$ cat src/core/timer_sync_pkg.sv
// Shared constants and carriers for the timer wake read synchroniser.
// Assumes a single system clock; the interface clock is sampled, not used as a clock.
package timer_sync_pkg;

    // ==========================================================
    // Read selectors
    localparam logic [2:0] SEL_COUNTER  = 3'h0;  // General purpose timer counter
    localparam logic [2:0] SEL_CAPT_A   = 3'h1;  // First capture value
    localparam logic [2:0] SEL_CAPT_B   = 3'h2;  // Second capture value
    localparam logic [2:0] SEL_WATCHDOG = 3'h3;  // Watchdog counter
    localparam logic [2:0] SEL_CTRL     = 3'h4;  // Synchronisation control

    // ==========================================================
    // Control field positions and reset values
    localparam int         POSTED_BIT      = 2;
    localparam int         READ_MODE_BIT   = 3;
    localparam logic       POSTED_RESET    = 1'b1;
    localparam logic       READ_MODE_RESET = 1'b0;

    // ==========================================================
    // Timing: interface edges a non-posted read waits for the sync
    localparam logic [1:0] NP_SYNC_EDGES   = 2'h2;
    // Clock cycles with no interface edge before it counts as stopped
    localparam logic [7:0] STOP_CYCLES     = 8'h20;
    // Watchdog counter reset value
    localparam logic [31:0] WDOG_RESET     = 32'hFFFFFFFF;

    // Control register carrier
    typedef struct packed {
        logic read_mode;  // Non-posted read request
        logic posted;     // Posted synchronisation
    } sync_ctrl_t;

    // Read request carrier
    typedef struct packed {
        logic       req;  // Four-phase request level
        logic [2:0] sel;  // Register selector
    } rd_cmd_t;

endpackage

$ cat src/core/timer_wake_read_sync.sv
// Timer counters, captures and watchdog with posted / non-posted read paths.
// Assumes the host read and write handshake signals change on the interface clock,
// which this block only samples; every such input passes two flip-flops first.
`timescale 1ns/100ps

module timer_wake_read_sync #(
    parameter int CNT_W    = 32,  // Counter width
    parameter int TIMER_ID = 1    // Instance number of this timer
) (
    // Clock and reset
    input  wire logic             clk,
    input  wire logic             rst_n,
    // Interface clock, sampled as data
    input  wire logic             iface_clk,
    // Host read handshake
    input  wire logic             rd_req,
    input  wire logic [2:0]       rd_sel,
    output logic                  rd_ack,
    output logic [CNT_W-1:0]      rd_data,
    // Host control write handshake
    input  wire logic             wr_req,
    input  wire logic             wr_posted,
    input  wire logic             wr_read_mode,
    // Capture events
    input  wire logic             capt_a_evt,
    input  wire logic             capt_b_evt,
    // Status
    output logic                  iface_awake
);

    // ==========================================================
    // Input synchronisers
    // Stage one is read only by stage two
    logic [7:0] sync1_reg;
    logic [7:0] sync2_reg;
    logic [7:0] sync_next;
    logic       iclk_d_reg;   // Delayed interface clock level
    logic       wr_d_reg;     // Delayed write request
    logic       ca_d_reg;     // Delayed capture a
    logic       cb_d_reg;     // Delayed capture b
    always_comb begin
        sync_next = {capt_b_evt, capt_a_evt, wr_read_mode, wr_posted, wr_req,
                     rd_sel[2], rd_sel[1], rd_sel[0]};
    end
    // Plain two flop chain; edge detectors look at stage two only
    always_ff @(posedge clk or negedge rst_n) begin
        if (!rst_n) begin
            sync1_reg <= 8'h00;
            sync2_reg <= 8'h00;
        end else begin
            sync1_reg <= sync_next;
            sync2_reg <= sync1_reg;
        end
    end
    logic       iclk_s1_reg;  // Interface clock stage one
    logic       iclk_s2_reg;  // Interface clock stage two
    logic       req_s1_reg;   // Read request stage one
    logic       req_s2_reg;   // Read request stage two
    always_ff @(posedge clk or negedge rst_n) begin
        if (!rst_n) begin
            iclk_s1_reg <= 1'b0;
            iclk_s2_reg <= 1'b0;
            req_s1_reg  <= 1'b0;
            req_s2_reg  <= 1'b0;
            iclk_d_reg  <= 1'b0;
            wr_d_reg    <= 1'b0;
            ca_d_reg    <= 1'b0;
            cb_d_reg    <= 1'b0;
        end else begin
            iclk_s1_reg <= iface_clk;
            iclk_s2_reg <= iclk_s1_reg;
            req_s1_reg  <= rd_req;
            req_s2_reg  <= req_s1_reg;
            iclk_d_reg  <= iclk_s2_reg;
            wr_d_reg    <= sync2_reg[3];
            ca_d_reg    <= sync2_reg[6];
            cb_d_reg    <= sync2_reg[7];
        end
    end

    timer_sync_pkg::rd_cmd_t cmd;  // Synchronised read command
    logic iedge;                   // Interface clock rising edge seen
    logic wr_rise;                 // Control write strobe
    always_comb begin
        cmd.req = req_s2_reg;
        cmd.sel = sync2_reg[2:0];
        iedge   = iclk_s2_reg & ~iclk_d_reg;
        wr_rise = sync2_reg[3] & ~wr_d_reg;
    end
    // ==========================================================
    // Timer core and control register
    logic [CNT_W-1:0] cnt_reg, cnt_next;     // Timer counter
    logic [CNT_W-1:0] ca_reg, ca_next;       // Capture a
    logic [CNT_W-1:0] cb_reg, cb_next;       // Capture b
    logic [CNT_W-1:0] wd_reg, wd_next;       // Watchdog counter
    timer_sync_pkg::sync_ctrl_t ctrl_reg, ctrl_next;
    // Read mode bit hidden on these instances
    localparam logic RM_WO = (TIMER_ID == 1) || (TIMER_ID == 2) || (TIMER_ID == 10);
    always_comb begin
        cnt_next  = cnt_reg + CNT_W'(1);
        wd_next   = wd_reg - CNT_W'(1);
        ca_next   = (sync2_reg[6] & ~ca_d_reg) ? cnt_reg : ca_reg;
        cb_next   = (sync2_reg[7] & ~cb_d_reg) ? cnt_reg : cb_reg;
        ctrl_next = ctrl_reg;
        if (wr_rise) begin
            // Only the timer has this control; the watchdog has none
            ctrl_next.posted    = sync2_reg[4];
            ctrl_next.read_mode = sync2_reg[5];
        end
    end

    always_ff @(posedge clk or negedge rst_n) begin
        if (!rst_n) begin
            cnt_reg            <= '0;
            ca_reg             <= '0;
            cb_reg             <= '0;
            wd_reg             <= CNT_W'(timer_sync_pkg::WDOG_RESET);
            ctrl_reg.posted    <= timer_sync_pkg::POSTED_RESET;
            ctrl_reg.read_mode <= timer_sync_pkg::READ_MODE_RESET;
        end else begin
            cnt_reg  <= cnt_next;
            ca_reg   <= ca_next;
            cb_reg   <= cb_next;
            wd_reg   <= wd_next;
            ctrl_reg <= ctrl_next;
        end
    end

    // ==========================================================
    // Interface side shadows, refreshed on interface edges only.
    // While the interface clock is stopped they freeze, so a posted
    // read just after wake returns a stale copy: the known hazard.
    logic [CNT_W-1:0] sh_cnt_reg, sh_cnt_next;
    logic [CNT_W-1:0] sh_ca_reg, sh_ca_next;
    logic [CNT_W-1:0] sh_cb_reg, sh_cb_next;
    logic [CNT_W-1:0] sh_wd_reg, sh_wd_next;
    logic [7:0]       idle_reg, idle_next;   // Cycles since last edge
    logic             awake_reg, awake_next; // Interface clock running

    always_comb begin
        sh_cnt_next = sh_cnt_reg;
        sh_ca_next  = sh_ca_reg;
        sh_cb_next  = sh_cb_reg;
        sh_wd_next  = sh_wd_reg;
        idle_next   = idle_reg;
        awake_next  = awake_reg;
        if (iedge) begin
            sh_cnt_next = cnt_reg;
            sh_ca_next  = ca_reg;
            sh_cb_next  = cb_reg;
            sh_wd_next  = wd_reg;
            idle_next   = 8'h00;
            awake_next  = 1'b1;
        end else if (idle_reg == timer_sync_pkg::STOP_CYCLES) begin
            awake_next  = 1'b0;
        end else begin
            idle_next   = idle_reg + 8'h01;
        end
    end

    always_ff @(posedge clk or negedge rst_n) begin
        if (!rst_n) begin
            sh_cnt_reg <= '0;
            sh_ca_reg  <= '0;
            sh_cb_reg  <= '0;
            sh_wd_reg  <= '0;
            idle_reg   <= 8'h00;
            awake_reg  <= 1'b0;
        end else begin
            sh_cnt_reg <= sh_cnt_next;
            sh_ca_reg  <= sh_ca_next;
            sh_cb_reg  <= sh_cb_next;
            sh_wd_reg  <= sh_wd_next;
            idle_reg   <= idle_next;
            awake_reg  <= awake_next;
        end
    end

    // ==========================================================
    // Read handshake state machine
    typedef enum logic [2:0] {
        ST_IDLE = 3'b001,  // Waiting for a request
        ST_SYNC = 3'b010,  // Non-posted read waiting for fresh sync
        ST_DONE = 3'b100   // Answer held until request drops
    } rd_state_t;

    rd_state_t        st_reg, st_next;
    logic [1:0]       edges_reg, edges_next;  // Interface edges waited
    logic [CNT_W-1:0] data_reg, data_next;    // Answer data
    logic             ack_reg, ack_next;      // Answer strobe level
    logic             np_mode;                // Accurate read selected
    logic [CNT_W-1:0] ctrl_word;              // Control readback

    always_comb begin
        np_mode   = ~ctrl_reg.posted & ctrl_reg.read_mode;
        ctrl_word = '0;
        ctrl_word[timer_sync_pkg::POSTED_BIT]    = ctrl_reg.posted;
        // Write-only read mode reads back as zero
        ctrl_word[timer_sync_pkg::READ_MODE_BIT] = ctrl_reg.read_mode & ~RM_WO;
    end

    always_comb begin
        st_next    = st_reg;
        edges_next = edges_reg;
        data_next  = data_reg;
        ack_next   = ack_reg;
        unique case (st_reg)
            ST_IDLE: begin
                if (cmd.req) begin
                    unique case (cmd.sel)
                        timer_sync_pkg::SEL_COUNTER,
                        timer_sync_pkg::SEL_CAPT_A,
                        timer_sync_pkg::SEL_CAPT_B: begin
                            if (np_mode) begin
                                // Stall the answer until synchronised
                                edges_next = 2'h0;
                                st_next    = ST_SYNC;
                            end else begin
                                // Posted: shadow copy at once
                                data_next = (cmd.sel == timer_sync_pkg::SEL_COUNTER) ?
                                            sh_cnt_reg :
                                            (cmd.sel == timer_sync_pkg::SEL_CAPT_A) ?
                                            sh_ca_reg : sh_cb_reg;
                                ack_next  = 1'b1;
                                st_next   = ST_DONE;
                            end
                        end
                        timer_sync_pkg::SEL_WATCHDOG: begin
                            // Always posted; host waits out the resync
                            data_next = sh_wd_reg;
                            ack_next  = 1'b1;
                            st_next   = ST_DONE;
                        end
                        timer_sync_pkg::SEL_CTRL: begin
                            data_next = ctrl_word;
                            ack_next  = 1'b1;
                            st_next   = ST_DONE;
                        end
                        default: begin
                            // Unused selector reads zero
                            data_next = '0;
                            ack_next  = 1'b1;
                            st_next   = ST_DONE;
                        end
                    endcase
                end
            end
            ST_SYNC: begin
                if (iedge) begin
                    if (edges_reg == timer_sync_pkg::NP_SYNC_EDGES - 2'h1) begin
                        // Live value taken after full sync
                        data_next = (cmd.sel == timer_sync_pkg::SEL_COUNTER) ? cnt_reg :
                                    (cmd.sel == timer_sync_pkg::SEL_CAPT_A) ? ca_reg :
                                    cb_reg;
                        ack_next  = 1'b1;
                        st_next   = ST_DONE;
                    end else begin
                        edges_next = edges_reg + 2'h1;
                    end
                end
            end
            ST_DONE: begin
                // Four-phase: drop the answer once the request falls
                if (!cmd.req) begin
                    ack_next = 1'b0;
                    st_next  = ST_IDLE;
                end
            end
        endcase
    end

    always_ff @(posedge clk or negedge rst_n) begin
        if (!rst_n) begin
            st_reg    <= ST_IDLE;
            edges_reg <= 2'h0;
            data_reg  <= '0;
            ack_reg   <= 1'b0;
        end else begin
            st_reg    <= st_next;
            edges_reg <= edges_next;
            data_reg  <= data_next;
            ack_reg   <= ack_next;
        end
    end

    // Outputs straight from flip-flops
    assign rd_ack      = ack_reg;
    assign rd_data     = data_reg;
    assign iface_awake = awake_reg;

endmodule

$ cat config.mk
export PLATFORM = sky130hd
export DESIGN_NAME = timer_wake_read_sync
export DESIGN_NICKNAME = d
export VERILOG_FILES = /design/src/core/timer_sync_pkg.sv /design/src/core/timer_wake_read_sync.sv
export SDC_FILE = /design/constraint.sdc
export NUM_CORES = 1
export LEC_CHECK = 0
export ABC_AREA = 1
export BUFFER_PORTS_ARGS = -buffer_cell sky130_fd_sc_hd__buf_2
export CORE_MARGIN = 5
export CORE_UTILIZATION = 57
export CTS_CLUSTER_DIAMETER = 100
export DETAILED_ROUTE_END_ITERATION = 6
export GPL_TIMING_DRIVEN = 0
export PLACE_DENSITY_LB_ADDON = 0.12
export SLEW_MARGIN = 25
export SYNTH_ARGS = -nofsm -noshare
export SYNTH_HDL_FRONTEND = slang
export SYNTH_SLANG_ARGS = --single-unit
export TNS_END_PERCENT = 10
$ cat constraint.sdc
create_clock -name clk -period 2 [get_ports clk]
set_input_delay 0.4 -clock clk [delete_from_list [all_inputs] [get_ports clk]]
set_output_delay 0.4 -clock clk [all_outputs]
set_load 0.02 [all_outputs]
==> reports/qor.txt, run 1 <==
Ratio of cells with drive above 1 in the final layout = 11.2%
Nets = 1965
Total power = 17.7 mW
GRT Util Overall = 29.5%
Setup violations, final = 0
H-tree levels = 2
Clock skew = 0.0193 ns
Critical path buffers and inverters = 3
Design area = 0.0174 mm²
Status = finished, final reports clean
Worst Path Arrival = 2.39 ns
Pre-CTS setup slack = -0.373 ns
Area growth syn-to-layout = 15.3%
Clock Tree Root = clkbuf_16
Clock Latency Late Sink = 0.53 ns
Most common cell in the netlist = nand2_1
WL final = 44900 µm
Residual DRC = 0
Pint = 12.6 mW
Hold Path Class = flip-flop to flip-flop
First-pass DRT Iterations = 5
Placed insts = 2227
Vias = 13000
Post-synth cell types = 30
WHS = 0.344 ns
Final Util = 66.7%
RSZ-0062 raised after global routing = true
PD cells = 1020 mW/mm²
Sw power = 5.09 mW
FF+latch count, synth = 329
Leakage = 8.20 nW
Worst Setup End Kind = flip-flop
Combinational power share = 17.0%
Final Cycle Share = 97.6%
Yosys top cell by area = dfrtp_1
Synth top area share = 49.0%
Top cell by count, worst path = nand2_1
Number of global-route vias before repair = 12900
Startpoint Class = flip-flop
R2r setup slk = 0.05 ns
Worst Path Required = 2.44 ns
Critical Path End = rd_data[26]
Antenna diodes = 0
Tmin final = 1.95 ns
Yosys warning count = 0
Die H = 173 µm
DRT antenna net count = 0
Initial antenna violation count = 1
Post-Syn Nets = 1860
First-pass GRT wire length = 70600 µm
Worst-path clk slew = 0.06 ns
Clock power share = 39.9%
Worst Path Max Fanout = 10
IO Port Bufs = 45
Row count = 59
Sequential area share after synthesis = 54.9%
CP Cell Sequence = inv_2 -> clkbuf_4 -> clkbuf_4 -> nand4_1 -> nand3_1 -> nand2_1 -> nand2_1 -> nand2_1 -> a21oi_1
Setup_tns = 0 ns
Initial cell density of the core = 57.8%
Worst path max stage delay = 0.40 ns
Avg Cell Area, Syn = 8.18 µm²
Final Max Slew Viols = 0
Setup WS post-layout = 0.0482 ns
CP Class = flip-flop to flip-flop
R2r endpoint = rd_data[26]
Slew headroom = 44.0%
Fillers = 2225
Fraction of registers with async set or reset after synthesis = 100%
Num CTS Buffers = 36
Measured slew at the worst slew-check pin = 0.841 ns
R2R depth = 9
DRT iter0 DRCs = 1342
Largest net degree at the start of global routing = 91
Net Sw Frac = 28.8%
Number of synthesized flops with an enable pin = 0
CTS tree = done
Synth cell count leaders = 642 x nand2_1, 295 x dfrtp_1, 162 x o21ai_0
Top FF cell, synth = dfrtp_1
Register area = 0.00828 mm²
VDD IR max = 0.000802 V
Multi-input logic area = 0.00598 mm²
Mapped Cells = 1843
Sequential cell fraction of total power = 43.1%
Fmax = 0.512 GHz
R2r startpoint = sync2_reg[2]
Final Hold Viols = 0
Worst Setup SP = sync2_reg[2]
Synth top area cells = dfrtp_1 49%, nand2_1 16%, dfstp_2 5.9%
CP max stage cell = dfrtp_1
Non-Filler Instances = 2308
Cell family with most CP delay = buffers and inverters
Die area = 0.0298 mm²
Placed inst area = 0.0158 mm²
DIE WIDTH = 173 µm
CP Depth = 9
Worst Hold Depth = 0
Synthesized area = 0.0151 mm²
IO Pins = 46
Clock sinks = 329
Core area = 0.0261 mm²
Max cap viols = 0
Clock Path Buffers = 3
DP HPWL = 32000 µm
Placer Congestion = 0.943
WL/cell = 19.4 µm
Global route overflow = 0
Vias/cell = 5.63
worst min path at each step:
| stage | slack, ns | to | startpoint |
|---|---|---|---|
| final | 0.34 | sync2_reg[5] | sync1_reg[5] |
| after floorplan | 0.10 | ca_d_reg | rst_n |
| after detailed placement | 0.33 | idle_reg[1] | rst_n |
| after global placement | 0.33 | req_s2_reg | req_s1_reg |
| after CTS | 0.35 | sync2_reg[5] | sync1_reg[5] |
| after global routing | 0.35 | sync2_reg[4] | sync1_reg[4] |
layout make-up:
type | count | area share (%)
tap | 335 | 2.41
sequential | 329 | 47.6
clock inverter | 14 | 1.35
buffer | 96 | 2.70
clock buffer | 49 | 5.82
timing repair buffer | 67 | 3.02
multi-input combinational | 1295 | 34.4
inverter | 123 | 2.67
per-layer routing:
layer  track usage (%)  vias up  part of all wire [%]
met3              7.38       99                   9.5
met5                 0        -                 0.029
li1                  -     6122                     -
met1              41.4     6209                    43
met4              10.7        2                   3.4
met2              45.2      572                    45
layout by cell type (no fill, tap or decap), types with 34 or more instances in the layout:
| master | instances |
|---|---|
| inv_1 | 119 |
| o21ai_0 | 162 |
| dfstp_2 | 34 |
| buf_2 | 63 |
| xor2_1 | 56 |
| clkbuf_16 | 38 |
| nand2_1 | 641 |
| nor2_1 | 152 |
| dfrtp_1 | 295 |
| clkbuf_1 | 45 |
| nand3_1 | 62 |
| a21oi_1 | 99 |
| nand4_1 | 40 |
power groups by stage:
stage / Sequential [mW] / Combinational (mW) / Clock (mW)
floorplan: 8.08 / 1.39 / 0
global placement: 7.70 / 2.79 / 0
detailed placement: 7.71 / 2.88 / 0
CTS: 7.61 / 2.95 / 7.11
global route: 7.68 / 3.33 / 7.38
finish: 7.61 / 3.00 / 7.04
repair_timing:
action	4_1_cts	5_1_grt
gates resized for setup	17	42
setup buffers	0	6
endpoints found under the setup margin	126	147
hold buffers	11	0
cloned	0	1
pin swaps	0	2
hold endpoints to repair	60	0
cell families (layout without fill, tap and decap cells):
group / Yosys count / after routing / share of synthesized area, %
simple gates: 936 / 936 / 25.1
flops: 329 / 329 / 54.9
compound gates: 297 / 297 / 10.4
buf+inv: 219 / 349 / 5.83
xor+xnor: 56 / 56 / 3.25
fa+ha+maj: 5 / 5 / 0.415
mux: 1 / 1 / 0.0747
Note: power is estimated with default switching activity, not from simulation.
==> run 2: changes to the inputs <==
Settings changed: ABC_AREA 1 to unset, CORE_MARGIN 5 to 2.
==> run 2 against run 1 <==
The run now ends with negative setup slack left. Non-clock buffer count shrank 10. Register-to-register slack worse by 0.096 ns. Die area decreased by 8.9%. Combinational power decreased by 30%. Wire length down 19%. Flip-flop and latch count stayed put.
==> reports/qor.txt, run 2 <==
Status = complete, but fails checks
Violated checks = negative setup slack
DP HPWL = 23600 µm
Sw power = 4.16 mW
DIE WIDTH = 165 µm
Mapped Cells = 1315
Worst Path Required = 2.37 ns
Max cap viols = 0
Slew headroom = 49.4%
Antenna diodes = 0
Synth cell count leaders = 403 x nand2_1, 295 x dfrtp_1, 85 x mux2_2
Vias/cell = 5.75
Combinational power share = 13.2%
Worst Setup End Kind = flip-flop
Clock Latency Late Sink = 0.52 ns
Row count = 58
Sequential cell fraction of total power = 46.3%
Net Sw Frac = 25.9%
Clock Tree Root = clkbuf_16
VDD IR max = 0.000719 V
H-tree levels = 2
Synthesized area = 0.0147 mm²
Clock power share = 40.5%
Nets = 1435
WL/cell = 20.5 µm
FF+latch count, synth = 329
CP Class = flip-flop to flip-flop
WL final = 36300 µm
Hold Path Class = flip-flop to flip-flop
Global route overflow = 0
Tmin final = 2.05 ns
Ratio of cells with drive above 1 in the final layout = 24.3%
Final Hold Viols = 0
Commonest non-fill, non-tap cell in the layout = nand2_1
Fmax = 0.488 GHz
Initial cell density of the core = 58.3%
Fraction of registers with async set or reset after synthesis = 100%
Setup violations, final = 18
Design area = 0.0169 mm²
Die H = 165 µm
Yosys warning count = 0
Startpoint Class = flip-flop
Largest net degree at the start of global routing = 97
Setup WS post-layout = -0.0473 ns
Post-Syn Nets = 1332
Synth top area cells = dfrtp_1 50%, nand2_1 10%, mux2_2 6.5%
Yosys top cell by area = dfrtp_1
Final Cycle Share = 102%
Placer Congestion = 0.840
Most frequent cells in the layout = 403 x nand2_1, 294 x dfrtp_1, 85 x mux2_2
Placed inst area = 0.0155 mm²
Worst-path clk slew = 0.06 ns
Initial antenna violation count = 0
Area growth syn-to-layout = 15.0%
Die area = 0.0271 mm²
Synth top area share = 50.1%
First-pass DRT Iterations = 5
Pint = 11.9 mW
Measured slew at the worst slew-check pin = 0.758 ns
Vias = 10200
Final Max Slew Viols = 0
Clock Path Buffers = 3
Most common cell in the netlist = nand2_1
Sequential area share after synthesis = 56.2%
Worst Path Arrival = 2.42 ns
DRT antenna net count = 0
Worst Path Max Fanout = 10
RSZ-0062 raised after global routing = true
Num CTS Buffers = 35
Clock skew = 0.0129 ns
Top FF cell, synth = dfrtp_1
Total power = 16.1 mW
Avg Cell Area, Syn = 11.2 µm²
Residual DRC = 0
Setup_tns = -0.237 ns
Number of global-route vias before repair = 10200
IO Pins = 46
CTS tree = done
First-pass GRT wire length = 57600 µm
Core area = 0.0253 mm²
Number of synthesized flops with an enable pin = 0
Clock sinks = 329
IO Port Bufs = 45
Leakage = 8.28 nW
PD cells = 948 mW/mm²
DRT iter0 DRCs = 838
GRT Util Overall = 28.1%
Post-synth cell types = 64
==> run 2: cell types whose count changed after synthesis, sizes merged, moves of 31 or more <==
cell    change
mux2i      +36
nand2     -241
a21oi      -94
o21ai      -94
inv       -113
mux2       +96
nand3      -44
nor2      -133
xnor2      +34
mux4       +31
o211ai     -32
a22o       +31
==> run 2: cells by family after synthesis <==
logic type / Yosys count / synth area share (%)
AND/OR/NAND/NOR: 536 / 16.6
flip-flops: 329 / 56.2
multiplexers: 164 / 14.9
AO/OA/AOI/OAI: 120 / 5.14
buffers and inverters: 97 / 3.03
XOR/XNOR: 64 / 3.81
adder cells (fa/ha/maj): 5 / 0.425
==> run 2: cell type report <==
cell class              instances  area [µm²]
fillers                      1946        8320
flip-flops and latches        329        8280
multi-input cells             889        6050
clock buffers                  49        1010
repair buffers                 68         520
plain buffers                  85         495
well taps                     330         413
clock inverters                12         134
inverters                      10        37.5
==> run 2: worst max-delay path, stage by stage (launching register included) <==
cell and delay (ns):
dfrtp_2 0.48, buf_4 0.26, clkbuf_4 0.26, mux2i_1 0.22, nor3_1 0.06, o41ai_1 0.48, mux2i_1 0.14
==> run 2: path summary, 6_finish.rpt <==
path,end,slack (ns),cells after the start,startpoint
setup / recovery,rd_data[2],-0.05,6,sync2_reg[1]
min in group asynchronous,idle_reg[7],0.44,2,rst_n
hold / removal,sync2_reg[0],0.35,0,sync1_reg[0]
setup reg to reg,rd_data[2],-0.05,6,sync2_reg[1]
hold reg to reg,sync2_reg[0],0.35,0,sync1_reg[0]
max in group asynchronous,wd_reg[18],0.63,3,rst_n
==> run 2: routing by layer <==
| metal | track usage, % | vias to the layer above | part of all wire [%] |
|---|---|---|---|
| li1 | - | 4677 | - |
| met2 | 44.4 | 281 | 46 |
| met1 | 40.6 | 5171 | 45 |
| met4 | 7.67 | 0 | 2.1 |
| met3 | 4.72 | 54 | 6.1 |
| met5 | 0 | - | 0 |
==> run 2: metrics by stage <==
step | worst slack (ns) | util [%] | instances | hold slack, ns
2_1_floorplan | 0.171 | - | 1315 | 0.104
3_3_place_gp | -5.76 | 60.9 | 1690 | 0.332
3_5_place_dp | -0.605 | 61.2 | 1693 | 0.335
4_1_cts | 0.000466 | 66.9 | 1773 | 0.347
5_1_grt | -0.103 | 67.1 | 1772 | 0.353
6_report | -0.0473 | 67.1 | 1772 | 0.346
==> run 2: repair_timing <==
item | CTS | global route
hold buffers | 11 | 0
buffers inserted | 8 | 1
setup endpoints to repair | 160 | 156
pin swaps | 3 | 0
hold endpoints to repair | 79 | 0
gates resized for setup | 42 | 25
==> run 2: power by group through the flow <==
stage	Combinational [mW]	Sequential (mW)	Clock (mW)
detailed placement	2.03	7.53	0
finish	2.11	7.44	6.51
global placement	1.98	7.52	0
global route	2.30	7.49	6.88
CTS	2.10	7.43	6.62
floorplan	1.02	7.75	0
==> run 3: changes to the inputs <==
Settings changed: SETUP_SLACK_MARGIN set to 0.2, TNS_END_PERCENT 10 to 100.
==> run 3 against run 2 <==
The flow now finishes without violations. Flip-flop and latch count did not move. Cell count up 2.7%. Via count is 3.7% higher. Critical path depth grew 1. Global-route usage up 0.95 points. Wire length is 5.7% higher. Sequential share of layout area fell by 2.5 points. Hold slack worse by 0.0056 ns. Utilization grew 3.6 points. Power grew 5.1%. Register-to-register slack improved by 0.05 ns. Clock skew shrank 0.0021 ns. Critical path type unchanged. Largest power group unchanged. Highest routed layer unchanged.
==> reports/qor.txt, run 3 (synthesis gave the netlist of run 2 again) <==
Status = finished, final reports clean
Design area = 0.0179 mm²
Clock skew = 0.0108 ns
Fillers = 1816
R2r endpoint = rd_data[13]
Clock Latency Late Sink = 0.52 ns
IO Port Bufs = 45
Antenna diodes = 0
Startpoint Class = flip-flop
Worst Setup End Kind = flip-flop
Residual DRC = 0
Largest net degree at the start of global routing = 96
PD cells = 945 mW/mm²
Clock sinks = 329
Measured slew at the worst slew-check pin = 0.710 ns
Critical path buffers and inverters = 3
Worst Hold Depth = 0
R2r startpoint = st_reg[0]
Vias = 10600
Die area = 0.0271 mm²
Hold Path Class = flip-flop to flip-flop
Final Cycle Share = 99.6%
Multi-input logic area = 0.00619 mm²
R2R depth = 7
Num CTS Buffers = 36
R2r setup slk = 0.007 ns
Max cap viols = 0
Placed inst area = 0.0155 mm²
Core area = 0.0253 mm²
Final Max Slew Viols = 0
Most frequent cells in the layout = 403 x nand2_1, 289 x dfrtp_1, 70 x o21ai_0
Initial antenna violation count = 0
CTS tree = done
CP max stage cell = dfstp_2
Worst Path Arrival = 2.39 ns
CP Cell Sequence = and3b_1 -> a21bo_4 -> a21oi_4 -> buf_12 -> buf_12 -> buf_12 -> mux2_4
Tmin final = 1.99 ns
WL final = 38300 µm
First-pass GRT wire length = 59600 µm
Top cell by count, worst path = buf_12
Pre-CTS setup slack = -0.470 ns
Worst-path clk slew = 0.06 ns
HP Start = sync1_reg[4]
IO Pins = 46
DP HPWL = 23400 µm
Clock Path Buffers = 3
Area growth syn-to-layout = 21.2%
VDD IR max = 0.000925 V
Cell family with most CP delay = flip-flops
Worst Path Max Fanout = 6
Fmax = 0.502 GHz
WL/cell = 21.1 µm
Placer Congestion = 0.836
RSZ-0062 raised after global routing = true
CP Class = flip-flop to flip-flop
Number of global-route vias before repair = 10600
DIE WIDTH = 165 µm
Setup WS post-layout = 0.00742 ns
WHS Endpoint = sync2_reg[4]
Leakage = 8.74 nW
Row count = 58
Die H = 165 µm
Register area = 0.00828 mm²
GRT Util Overall = 29.0%
Vias/cell = 5.80
Clock Tree Root = clkbuf_16
Commonest non-fill, non-tap cell in the layout = nand2_1
Global route overflow = 0
Nets = 1481
Slew headroom = 52.6%
Final Hold Viols = 0
Worst path max stage delay = 0.55 ns
DRT antenna net count = 0
Setup violations, final = 0
Ratio of cells with drive above 1 in the final layout = 28.8%
Setup_tns = 0 ns
First-pass DRT Iterations = 5
Initial cell density of the core = 58.3%
H-tree levels = 2
Worst Path Required = 2.40 ns
DRT iter0 DRCs = 945
[run 3: cell count changes in the layout (fill, tap and decap cells not counted), moves of 6 or more]
| cell | before | now |
|---|---|---|
| buf_12 | 4 | 12 |
| clkbuf_8 | 5 | 11 |
| buf_6 | 7 | 16 |
| buf_4 | 11 | 37 |
| clkbuf_1 | 37 | 23 |
| mux2_2 | 85 | 67 |
| mux2_4 | 10 | 30 |
| clkbuf_4 | 2 | 8 |
[run 3: worst register-to-register path: cells and delay by family (launching register included)]
family | cells | cell delay, ns
compound gates | 2 | 0.40
simple gates | 1 | 0.20
mux | 1 | 0.30
buf+inv | 3 | 0.42
flops | 1 | 0.55
[run 3: per-layer routing]
layer  wire, µm  share of wire (%)  track usage, %  vias up
met1      16600                 43            41.9     5342
met4       1070                2.8            9.09        0
li1           -                  -               -     4760
met2      18100                 47            45.5      378
met5          0                  0               0        -
met3       2580                6.7            4.75       76
[run 3: per-stage QoR]
step	util [%]	cells	hold slack, ns	total power, mW
6_report	70.7	1820	0.340	16.9
4_1_cts	69.3	1796	0.343	16.8
3_5_place_dp	61.3	1693	0.335	9.56
5_1_grt	70.7	1820	0.353	17.5
2_1_floorplan	-	1315	0.104	8.77
3_3_place_gp	60.9	1690	0.332	9.49
[run 3: worst max-delay path by stage]
stage	from	to	slack (ns)	cells after the start
floorplan	st_reg[0]	rd_data[29]	0.19	5
global placement	rst_n	sh_wd_reg[12]	-5.75	1
detailed placement	sync2_reg[1]	rd_data[23]	-0.47	5
CTS	st_reg[0]	rd_data[4]	0.03	6
global route	st_reg[0]	rd_data[18]	-0.03	7
finish	st_reg[0]	rd_data[13]	0.007	7
[run 3: where the power goes]
| part | total, mW | internal, mW | switching [mW] |
|---|---|---|---|
| combinational | 2.48 | 1.14 | 1.35 |
| sequential | 7.43 | 7.12 | 0.311 |
| clock | 6.95 | 4.29 | 2.66 |
[run 3: cell type report]
class,instances,area share (%)
flip-flops and latches,329,46.4
multi-input cells,889,34.7
clock buffers,51,5.87
repair buffers,111,5.79
plain buffers,87,3.70
well taps,330,2.31
clock inverters,13,1.08
inverters,10,0.210
[run 3: repair_timing]
| action | 4_1_cts | 5_1_grt |
|---|---|---|
| endpoints found under the hold margin | 86 | 0 |
| cloned | 5 | 1 |
| buffers inserted | 23 | 23 |
| hold buffers | 11 | 0 |
| setup endpoints to repair | 236 | 185 |
| gates resized for setup | 111 | 68 |
| pin swaps | 9 | 14 |
